<file path="src/verilog/bias_regs_pkg.sv">
// Purpose: Shared constants for the bias control register bank
// Assumes: Byte wide registers, byte addresses on the access port
// Notes: Bit positions inside the control bytes are fixed here
package bias_regs_pkg;
  localparam int DATA_W = 8;
  localparam int ROW_W = 6;
  localparam int LUT_DEPTH = 64;

  // Register byte addresses
  localparam logic [7:0] ADDR_FILTER_DIR_CFG = 8'h80;
  localparam logic [7:0] ADDR_LUT_ROW_OVERRIDE = 8'h81;
  localparam logic [7:0] ADDR_RESERVED_A = 8'h82;
  localparam logic [7:0] ADDR_DAC_DIRECT = 8'h83;
  localparam logic [7:0] ADDR_RESERVED_B = 8'h84;
  localparam logic [7:0] ADDR_OUTPUT_SOURCE_CFG = 8'h85;
  localparam logic [7:0] ADDR_WRITE_LATCH = 8'h86;
  localparam logic [7:0] ADDR_TEMP_CODE_STATUS = 8'h87;
  localparam logic [7:0] ADDR_RSVD_HI_FIRST = 8'h88;
  localparam logic [7:0] ADDR_RSVD_HI_LAST = 8'h8F;
  localparam logic [7:0] LUT_BASE = 8'h90;
  localparam logic [7:0] LUT_SPAN = 8'h40;

  // Field positions
  localparam int FILTER_BYPASS_BIT = 7;
  localparam int PERSIST_BIT = 6;
  localparam int DIRECTION_BIT = 5;
  localparam int ROW_SEL_BIT = 4;
  localparam int DIRECT_SEL_BIT = 5;
  localparam int FULL_SCALE_LSB = 0;
  localparam int LATCH_BIT = 7;
  localparam int CODE_ROW_LSB = 2;

  // Writable bit masks, reserved bits held at zero
  localparam logic [7:0] MASK_CR0 = 8'hE0;
  localparam logic [7:0] MASK_CR1 = 8'h3F;
  localparam logic [7:0] MASK_CR3 = 8'hFF;
  localparam logic [7:0] MASK_CR5 = 8'h33;

  // Latch command values
  localparam logic [7:0] LATCH_SET_VALUE = 8'h80;
  localparam logic [7:0] LATCH_CLEAR_VALUE = 8'h00;

  // Reset and default values
  localparam logic [7:0] CR0_RESET = 8'h00;
  localparam logic [7:0] CR1_RESET = 8'h00;
  localparam logic [7:0] CR3_RESET = 8'h00;
  localparam logic [7:0] CR5_RESET = 8'h03;
  localparam logic [7:0] LATCH_RESET = 8'h00;
  localparam logic [7:0] BYTE_ZERO = 8'h00;

  // Conversions that must agree, minus one
  localparam logic [1:0] AGREE_LAST = 2'h3;
endpackage

</file>
<file path="src/verilog/lut_bias_control_regs.sv">
// Purpose: Control and status register bank of the bias current generator
// Assumes: A serial engine delivers decoded byte reads and writes
// Notes: Nonvolatile cells sit outside; recall follows reset release
//
// Operation
// Control bytes at 80h to 86h, status byte at 87h.
// Bytes 82h, 84h, 88h to 8Fh are reserved, no function.
// Power-up clears latch register; registers zero to five recall.
// Nonvolatile bits persist across power cycles; factory default zero.
// Master writes reserved bits as zero and ignores them on reads.
// Bypass updates status each conversion, else after four agreeing.
// Persistence bit decides whether registers one and three go nonvolatile.
// Direction bit zero sources current, one sinks it.
// Row-override select makes override bits address the table.
// Table byte address is base 90h plus six-bit row.
// Direct select feeds direct byte to converter, else table row.
// Two-bit field selects full-scale range; code 00 reserved.
// Latch must be set first; otherwise writes abort without acknowledge.
// Writing 80h to 86h sets latch, 00h clears it.
// Latch change leaves other latch register bits unchanged.
// Status byte is the temperature code; upper six bits pick row.
// Sixty-four byte table drives the converter input by default.
// All controls and table bytes readable and writable by the master.
// Converter input held at 00h until first valid selection.
// Data bytes after one written to 80h, 85h, 86h not acknowledged.
// Writes to the status byte leave it unchanged.
// Direct select overrides row-override select.
`timescale 1ns/10ps
module lut_bias_control_regs (
  // Clock and reset
  input wire logic i_sys_clk,
  input wire logic i_reset,
  // Nonvolatile recall values
  input wire logic [7:0] i_nv_cr0,
  input wire logic [7:0] i_nv_cr1,
  input wire logic [7:0] i_nv_cr3,
  input wire logic [7:0] i_nv_cr5,
  // Byte access from the serial engine
  input wire logic i_seq_start,
  input wire logic i_wr_strobe,
  input wire logic i_rd_strobe,
  input wire logic [7:0] i_addr,
  input wire logic [7:0] i_wr_data,
  output logic o_wr_done,
  output logic o_wr_ack,
  output logic o_rd_valid,
  output logic [7:0] o_rd_data,
  // Nonvolatile write request
  output logic o_nv_wr,
  output logic [7:0] o_nv_addr,
  output logic [7:0] o_nv_data,
  // Temperature converter
  input wire logic i_conv_valid,
  input wire logic [7:0] i_conv_code,
  // Current generator controls
  output logic [7:0] o_dac_code,
  output logic o_current_sink,
  output logic [1:0] o_full_scale,
  output logic o_recall_done
);
  logic [7:0] cr0_reg;
  logic [7:0] cr1_reg;
  logic [7:0] cr3_reg;
  logic [7:0] cr5_reg;
  logic [7:0] latch_reg;
  logic [7:0] status_reg;
  logic [7:0] last_code_reg;
  logic [1:0] agree_reg;
  logic status_valid_reg;
  logic tail_block_reg;
  logic rd_pend_reg;
  logic rd_lut_reg;
  logic [7:0] rd_hold_reg;
  logic [7:0] lut_rd_a;
  logic [7:0] lut_rd_b;
  logic dac_enable_reg;

  // Address decode
  wire logic [7:0] lut_offset = i_addr - bias_regs_pkg::LUT_BASE;
  wire logic in_lut = (i_addr >= bias_regs_pkg::LUT_BASE) &&
                      (lut_offset < bias_regs_pkg::LUT_SPAN);
  wire logic [5:0] bus_row =
    lut_offset[bias_regs_pkg::ROW_W-1:0];
  // Control byte decode
  wire logic sel_cr0 = i_addr == bias_regs_pkg::ADDR_FILTER_DIR_CFG;
  wire logic sel_cr1 = i_addr == bias_regs_pkg::ADDR_LUT_ROW_OVERRIDE;
  wire logic sel_cr3 = i_addr == bias_regs_pkg::ADDR_DAC_DIRECT;
  wire logic sel_cr5 = i_addr == bias_regs_pkg::ADDR_OUTPUT_SOURCE_CFG;
  wire logic sel_latch = i_addr == bias_regs_pkg::ADDR_WRITE_LATCH;
  wire logic sel_status = i_addr == bias_regs_pkg::ADDR_TEMP_CODE_STATUS;

  wire logic write_enable_latch = latch_reg[bias_regs_pkg::LATCH_BIT];
  wire logic adc_filter_bypass = cr0_reg[bias_regs_pkg::FILTER_BYPASS_BIT];
  wire logic persist_cr1_cr3 = cr0_reg[bias_regs_pkg::PERSIST_BIT];
  wire logic current_direction_sel = cr0_reg[bias_regs_pkg::DIRECTION_BIT];
  wire logic lut_row_override_sel = cr5_reg[bias_regs_pkg::ROW_SEL_BIT];
  wire logic dac_direct_sel = cr5_reg[bias_regs_pkg::DIRECT_SEL_BIT];
  wire logic [5:0] lut_row_override =
    cr1_reg[bias_regs_pkg::ROW_W-1:0];
  wire logic [7:0] dac_direct_value = cr3_reg;
  wire logic [1:0] full_scale_sel =
    cr5_reg[bias_regs_pkg::FULL_SCALE_LSB +: 2];
  wire logic [5:0] temp_row =
    status_reg[bias_regs_pkg::CODE_ROW_LSB +: bias_regs_pkg::ROW_W];

  // Latch gates all writes except the latch byte
  wire logic wr_take = i_wr_strobe && o_recall_done;
  // Stop acknowledging after a single-byte register
  wire logic wr_accept = wr_take && !tail_block_reg &&
                         (sel_latch || write_enable_latch);
  wire logic tail_set = wr_accept && (sel_cr0 || sel_cr5 || sel_latch);

  // Nonvolatile copy for registers one and three on persistence
  wire logic nv_hit = wr_accept &&
    (sel_cr0 || sel_cr5 || ((sel_cr1 || sel_cr3) && persist_cr1_cr3));
  // Table bytes written over the serial port
  wire logic lut_wr = wr_accept && in_lut;

  // Latch set and clear values, others ignored
  // Only the latch bit is ever touched
  wire logic latch_set = wr_accept && sel_latch &&
                         (i_wr_data == bias_regs_pkg::LATCH_SET_VALUE);
  wire logic latch_clr = wr_accept && sel_latch &&
                         (i_wr_data == bias_regs_pkg::LATCH_CLEAR_VALUE);
  wire logic [7:0] latch_next = latch_set ? bias_regs_pkg::LATCH_SET_VALUE :
    latch_clr ? bias_regs_pkg::LATCH_CLEAR_VALUE : latch_reg;

  // Upper six bits compared between conversions
  wire logic [5:0] new_row =
    i_conv_code[bias_regs_pkg::CODE_ROW_LSB +: bias_regs_pkg::ROW_W];
  wire logic [5:0] last_row =
    last_code_reg[bias_regs_pkg::CODE_ROW_LSB +: bias_regs_pkg::ROW_W];
  wire logic code_agrees = new_row == last_row;
  // Saturating count lets steady codes keep reloading the status
  wire logic [1:0] agree_next = !code_agrees ? 2'h0 :
    (agree_reg == bias_regs_pkg::AGREE_LAST) ? agree_reg : agree_reg + 2'h1;
  // Update on bypass or four agreeing conversions
  wire logic status_load = i_conv_valid && (adc_filter_bypass ||
    (agree_next == bias_regs_pkg::AGREE_LAST));

  // Reserved bytes and reserved bits read as zero
  // Status byte returns the temperature code
  wire logic [7:0] reg_rd_data =
    sel_cr0 ? cr0_reg :
    sel_cr1 ? cr1_reg :
    sel_cr3 ? cr3_reg :
    sel_cr5 ? cr5_reg :
    sel_latch ? latch_reg :
    sel_status ? status_reg : bias_regs_pkg::BYTE_ZERO;

  // Override row replaces the temperature row
  // Row is the offset from the table base
  wire logic [5:0] dac_row = lut_row_override_sel ? lut_row_override :
                             temp_row;
  // Valid selection exists once a source is ready
  wire logic dac_enable_next = o_recall_done &&
    (dac_enable_reg || dac_direct_sel || lut_row_override_sel ||
     status_valid_reg);
  // Direct byte or table row feeds the converter
  // Direct select wins over row override
  // Table row is the default converter input
  wire logic [7:0] dac_next = !dac_enable_reg ? bias_regs_pkg::BYTE_ZERO :
    dac_direct_sel ? dac_direct_value : lut_rd_b;

  // Port a serves bus reads, port b the converter path
  // Table output lags the row select by one cycle
  lut_memory u_lut (
    .i_sys_clk(i_sys_clk),
    .i_wr_en(lut_wr),
    .i_wr_row(bus_row),
    .i_wr_data(i_wr_data),
    .i_rd_row_a(bus_row),
    .o_rd_data_a(lut_rd_a),
    .i_rd_row_b(dac_row),
    .o_rd_data_b(lut_rd_b)
  );

  // Recall one cycle after release, latch stays clear
  // Nonvolatile values restored from the shadow cells
  always_ff @(posedge i_sys_clk or posedge i_reset) begin
    if (i_reset) begin
      o_recall_done <= 1'b0;
      cr0_reg <= bias_regs_pkg::CR0_RESET;
      cr1_reg <= bias_regs_pkg::CR1_RESET;
      cr3_reg <= bias_regs_pkg::CR3_RESET;
      cr5_reg <= bias_regs_pkg::CR5_RESET;
    end else if (!o_recall_done) begin
      o_recall_done <= 1'b1;
      cr0_reg <= i_nv_cr0 & bias_regs_pkg::MASK_CR0;
      cr1_reg <= i_nv_cr1 & bias_regs_pkg::MASK_CR1;
      cr3_reg <= i_nv_cr3 & bias_regs_pkg::MASK_CR3;
      cr5_reg <= i_nv_cr5 & bias_regs_pkg::MASK_CR5;
    end else if (wr_accept) begin
      if (sel_cr0) begin
        cr0_reg <= i_wr_data & bias_regs_pkg::MASK_CR0;
      end
      if (sel_cr1) begin
        cr1_reg <= i_wr_data & bias_regs_pkg::MASK_CR1;
      end
      if (sel_cr3) begin
        cr3_reg <= i_wr_data & bias_regs_pkg::MASK_CR3;
      end
      if (sel_cr5) begin
        cr5_reg <= i_wr_data & bias_regs_pkg::MASK_CR5;
      end
    end
  end

  // Latch register, cleared by reset
  always_ff @(posedge i_sys_clk or posedge i_reset) begin
    if (i_reset) begin
      latch_reg <= bias_regs_pkg::LATCH_RESET;
    end else begin
      latch_reg <= latch_next;
    end
  end

  // Tail block follows a single-byte register write
  // Set wins over a new sequence in the same cycle
  always_ff @(posedge i_sys_clk or posedge i_reset) begin
    if (i_reset) begin
      tail_block_reg <= 1'b0;
    end else if (tail_set) begin
      tail_block_reg <= 1'b1;
    end else if (i_seq_start) begin
      tail_block_reg <= 1'b0;
    end
  end

  // Status follows conversions only, bus writes never reach it
  always_ff @(posedge i_sys_clk or posedge i_reset) begin
    if (i_reset) begin
      status_reg <= bias_regs_pkg::BYTE_ZERO;
      last_code_reg <= bias_regs_pkg::BYTE_ZERO;
      agree_reg <= 2'h0;
      status_valid_reg <= 1'b0;
    end else if (i_conv_valid) begin
      last_code_reg <= i_conv_code;
      agree_reg <= agree_next;
      if (status_load) begin
        status_reg <= i_conv_code;
        status_valid_reg <= 1'b1;
      end
    end
  end

  // Write answer one cycle after the strobe
  always_ff @(posedge i_sys_clk or posedge i_reset) begin
    if (i_reset) begin
      o_wr_done <= 1'b0;
      o_wr_ack <= 1'b0;
      o_nv_wr <= 1'b0;
      o_nv_addr <= bias_regs_pkg::BYTE_ZERO;
      o_nv_data <= bias_regs_pkg::BYTE_ZERO;
    end else begin
      o_wr_done <= wr_take;
      o_wr_ack <= wr_accept;
      o_nv_wr <= nv_hit;
      if (nv_hit) begin
        o_nv_addr <= i_addr;
        o_nv_data <= i_wr_data;
      end
    end
  end

  // Two-stage read so table and register data leave from a flop
  always_ff @(posedge i_sys_clk or posedge i_reset) begin
    if (i_reset) begin
      rd_pend_reg <= 1'b0;
      rd_lut_reg <= 1'b0;
      rd_hold_reg <= bias_regs_pkg::BYTE_ZERO;
      o_rd_valid <= 1'b0;
      o_rd_data <= bias_regs_pkg::BYTE_ZERO;
    end else begin
      rd_pend_reg <= i_rd_strobe;
      rd_lut_reg <= in_lut;
      rd_hold_reg <= reg_rd_data;
      o_rd_valid <= rd_pend_reg;
      if (rd_pend_reg) begin
        o_rd_data <= rd_lut_reg ? lut_rd_a : rd_hold_reg;
      end
    end
  end

  // Direction output, one sinks
  // Full-scale code passed to the generator
  always_ff @(posedge i_sys_clk or posedge i_reset) begin
    if (i_reset) begin
      dac_enable_reg <= 1'b0;
      o_dac_code <= bias_regs_pkg::BYTE_ZERO;
      o_current_sink <= 1'b0;
      o_full_scale <= bias_regs_pkg::CR5_RESET[1:0];
    end else begin
      dac_enable_reg <= dac_enable_next;
      o_dac_code <= dac_next;
      o_current_sink <= current_direction_sel;
      o_full_scale <= full_scale_sel;
    end
  end
endmodule

</file>
<file path="src/verilog/lut_memory.sv">
// Purpose: 64 x 8 table storage, one write port, two read ports
// Assumes: Contents are retained outside reset
// Notes: Read data are registered, one cycle latency
`timescale 1ns/10ps
module lut_memory (
  // Clock
  input wire logic i_sys_clk,
  // Write port
  input wire logic i_wr_en,
  input wire logic [bias_regs_pkg::ROW_W-1:0] i_wr_row,
  input wire logic [bias_regs_pkg::DATA_W-1:0] i_wr_data,
  // Bus read port
  input wire logic [bias_regs_pkg::ROW_W-1:0] i_rd_row_a,
  output logic [bias_regs_pkg::DATA_W-1:0] o_rd_data_a,
  // Converter read port
  input wire logic [bias_regs_pkg::ROW_W-1:0] i_rd_row_b,
  output logic [bias_regs_pkg::DATA_W-1:0] o_rd_data_b
);
  logic [bias_regs_pkg::DATA_W-1:0] mem [bias_regs_pkg::LUT_DEPTH];

  always_ff @(posedge i_sys_clk) begin
    if (i_wr_en) begin
      mem[i_wr_row] <= i_wr_data;
    end
    o_rd_data_a <= mem[i_rd_row_a];
    o_rd_data_b <= mem[i_rd_row_b];
  end
endmodule
</file>
<file path="config.mk">
export PLATFORM = sky130hd
export DESIGN_NAME = lut_bias_control_regs
export DESIGN_NICKNAME = d
export VERILOG_FILES = /design/src/verilog/bias_regs_pkg.sv /design/src/verilog/lut_bias_control_regs.sv /design/src/verilog/lut_memory.sv
export SDC_FILE = /design/constraint.sdc
export NUM_CORES = 1
export LEC_CHECK = 0
export ABC_AREA = 0
export BUFFER_PORTS_ARGS = -buffer_cell sky130_fd_sc_hd__clkbuf_2
export CELL_PAD_IN_SITES_DETAIL_PLACEMENT = 0
export CELL_PAD_IN_SITES_GLOBAL_PLACEMENT = 1
export CORE_MARGIN = 1.5
export CORE_UTILIZATION = 37
export CTS_CLUSTER_DIAMETER = 80
export CTS_CLUSTER_SIZE = 24
export DETAILED_ROUTE_END_ITERATION = 8
export PLACE_DENSITY = 0.75
export REMOVE_ABC_BUFFERS = 1
export SETUP_SLACK_MARGIN = 0.02
export SLEW_MARGIN = 10
export SYNTH_ARGS = -nofsm -noshare
export SYNTH_HDL_FRONTEND = slang
export SYNTH_SLANG_ARGS = --single-unit
</file>
<file path="constraint.sdc">
create_clock -name i_sys_clk -period 3.1 [get_ports i_sys_clk]
set_input_delay 0.775 -clock i_sys_clk [delete_from_list [all_inputs] [get_ports i_sys_clk]]
set_output_delay 0.775 -clock i_sys_clk [all_outputs]
set_load 0.005 [all_outputs]
</file>
==> results.toml <==
[global_route]
met2_usage_pct = 42.02
antenna_found_initial = 10
grt_use_total_pct = 27.97
global_route.usage.met3_pct = 5.612
grt_max_degree = 70
grt-ovfl-total = 0
use_met1_pct = 38.98
grt_pass1_vias = 25880
grt_busiest_layer = "met2"
grt_pass1_wl_mm = 184.6

[die]
die_w_um = 301.1
die_h_um = 301.1
io_pins = 102
initial_core_util_pct = 37.26
rows = 109
coreArea_sq_um = 88240
die_area_sq_um = 90670

[clock_network]
post_cts_buffers = 0
htreeDepth = 2
numCtsBuffers = 38
cts_sinks = 619
cts_tree = "done"
hold_buffers = 0
clkLatencyLatePin_ns = 0.62
clkTransAtPathRegs_ns = 0.10
clock_tree.root_cell = "clkbuf_16"
clockBufferDepth = 3

[worst_setup_path]
path_delay_family = "simple AND/OR/NAND/NOR gates"
cp-end-kind = "register"
crit_path_start_kind = "register"
r2r-start = "status_reg[2]"
slowest_stage = "or4_1"
cpPeakStageDelay_ns = 0.73
worstSetupPathType = "register to register"
r2r-end = "u_lut.o_rd_data_b[7]"
cp_max_fo = 42
required_ns = 3.59
rr_worst_depth = 8
arrival_ns = 3.48
path_buf_inv = 2
ff2ff_setup_slack_ns = 0.11
path_cells = "buf_12 -> buf_12 -> o21ai_0 -> and2_0 -> o21ai_0 -> o31ai_1 -> or4_1 -> and3_1"

[timing]
fin_worst_skew_ns = 0.03252
period_needed_ns = 2.991
fin_crit_sh_pct = 96.50
hold_violations = 0
slew-limit-headroom_pct = 32.52
fmax_mhz = 334.3
rsz0062_at_grt = "false"
setup_ws_ns = 0.1086
worstMarginPinSlew_ns = 1.012
slew_viol_final = 0
setup_violations = 0
hold_ws_ns = 0.2566

[layout]
final_common_cell = "edfxtp_1"
layout-area-overhead-vs-synth_pct = 16.60
drive_gt1_share_pct = 18.21
final_cell_mix = "edfxtp_1 (512), o21ai_0 (399), buf_4 (296)"
largest_reg_flops = 512
fin_util_pct = 43.45
largest-register = "u_lut.mem"
fin_cells = 4547
fin_nets = 3416

[logic_synthesis]
ys_seq_area_share_pct = 54.67
synth_seq_cells = 619
ys_warn_count = 0
avgSynthCellArea_sq_um = 10.59
yosysUniqueCellTypes = 75
synth_area_sq_um = 32880
synth_cells = 3106
async_flop_share_pct = 14.70
synth-edff-count = 512
ys.flop_type = "edfxtp_1"

[pwr]
ir_drop_v = 0.0003314
power_density_nw_per_um2 = 504.8
p_leak_uw = 0.01381

[placed_design]
dp_slack_ns = -0.2076
dp_hpwl_mm = 88.87
place.gp.congestion = 0.9856
placed_cells = 4474
numPortBuffers = 90

[min_path]
hold_class = "input port to async pin"

[route]
routed-via-count = 28150
vias_per_cell = 6.191
wl_per_cell_um = 28.39
drt_iter0_markers = 4198
detail-route-antenna-nets = 0
first_pass_iters = 6
wl_mm = 129.1
drc_errors = 0

[job]
maxCapViolations = 0

[status]
outcome = "finished, final reports clean"
## worst max-delay path by stage
stage	from	cells after the start	slack, ns	to
6_report	status_reg[2]	8	0.11	u_lut.o_rd_data_b[7]
5_1_grt	status_reg[2]	10	0.11	u_lut.o_rd_data_b[6]
4_1_cts	cr5_reg[4]	8	0.17	u_lut.o_rd_data_b[2]
3_5_place_dp	i_addr[0]	10	-0.21	u_lut.o_rd_data_a[7]
3_3_place_gp	i_addr[0]	10	-0.20	u_lut.o_rd_data_a[7]
2_1_floorplan	cr1_reg[0]	5	-1.79	u_lut.o_rd_data_b[6]
## metal layers
layer  up-vias  wire [um]
li1      12080          -
met1     13880      51810
met2      1847      56320
met3       340      14380
met4         6       6563
met5         -         34
## cell type report
type | instances | area (sq um)
diodes | 4 | 10.01
clock buffers | 47 | 1027
clock inverters | 22 | 255.2
fillers | 8282 | 49900
inverters | 144 | 543.0
multi-input cells | 2108 | 13320
flip-flops and latches | 619 | 17980
well taps | 1165 | 1458
repair buffers | 438 | 3741
## what timing repair did
| item | in CTS | in global routing |
|---|---|---|
| gates resized for setup | 0 | 2 |
| endpoints found under the hold margin | 0 | 0 |
| endpoints found under the setup margin | 0 | 7 |
## metrics by stage
stage | setup TNS [ns] | total power [uW] | area, sq um
after floorplan | -16.98 | 11520 | 31790
after global placement | -0.2858 | 13590 | 37040
after detailed placement | -0.4201 | 13610 | 37040
after CTS | 0 | 19260 | 38320
after global routing | 0 | 19890 | 38330
final | 0 | 19350 | 38340
## cells by family after synthesis
group,synth area share (%)
AND/OR/NAND/NOR,13.47
buffers and inverters,4.958
other,0.01140
AO/OA/AOI/OAI,20.04
multiplexers,6.499
flip-flops,54.67
XOR/XNOR,0.1598
adder cells (fa/ha/maj),0.1903
## where the power goes
part	switching [uW]	leakage [uW]	internal, uW	total (uW)
Clock	3150	0.000629	2630	5780
Combinational	2660	0.00732	1590	4240
Sequential	172	0.00586	9160	9330
Total	5980	0.0138	13400	19400
## Yosys cell counts, drive strengths merged (3+ instances only)
library cell | instances | area share (%)
nand4 | 20 | 0.38
o21ai | 422 | 6.4
mux4 | 17 | 1.2
ha | 5 | 0.19
a41oi | 3 | 0.080
a211oi | 4 | 0.091
o32ai | 3 | 0.15
mux2i | 104 | 3.2
o22ai | 112 | 2.1
edfxtp | 512 | 47
a31oi | 12 | 0.25
nand2 | 117 | 1.3
nand3 | 9 | 0.14
o2111ai | 7 | 0.19
nand2b | 259 | 4.9
and3 | 10 | 0.19
and2 | 134 | 2.6
a22oi | 166 | 3.8
a22o | 14 | 0.37
o221ai | 21 | 0.56
a221oi | 49 | 1.3
o2bb2ai | 5 | 0.13
or4 | 14 | 0.32
buf | 100 | 1.8
o31ai | 8 | 0.18
clkbuf | 135 | 1.5
mux2 | 63 | 2.2
a21oi | 212 | 3.2
xnor2 | 4 | 0.11
nor3 | 62 | 0.96
dfxtp | 16 | 0.97
a311oi | 3 | 0.080
o211ai | 18 | 0.41
a221o | 8 | 0.24
dfrtp | 87 | 6.6
and3b | 3 | 0.080
nor2 | 175 | 2.0
nor2b | 18 | 0.35
inv | 143 | 1.6
dfstp | 4 | 0.32
Power figures use the tool's default switching activity.
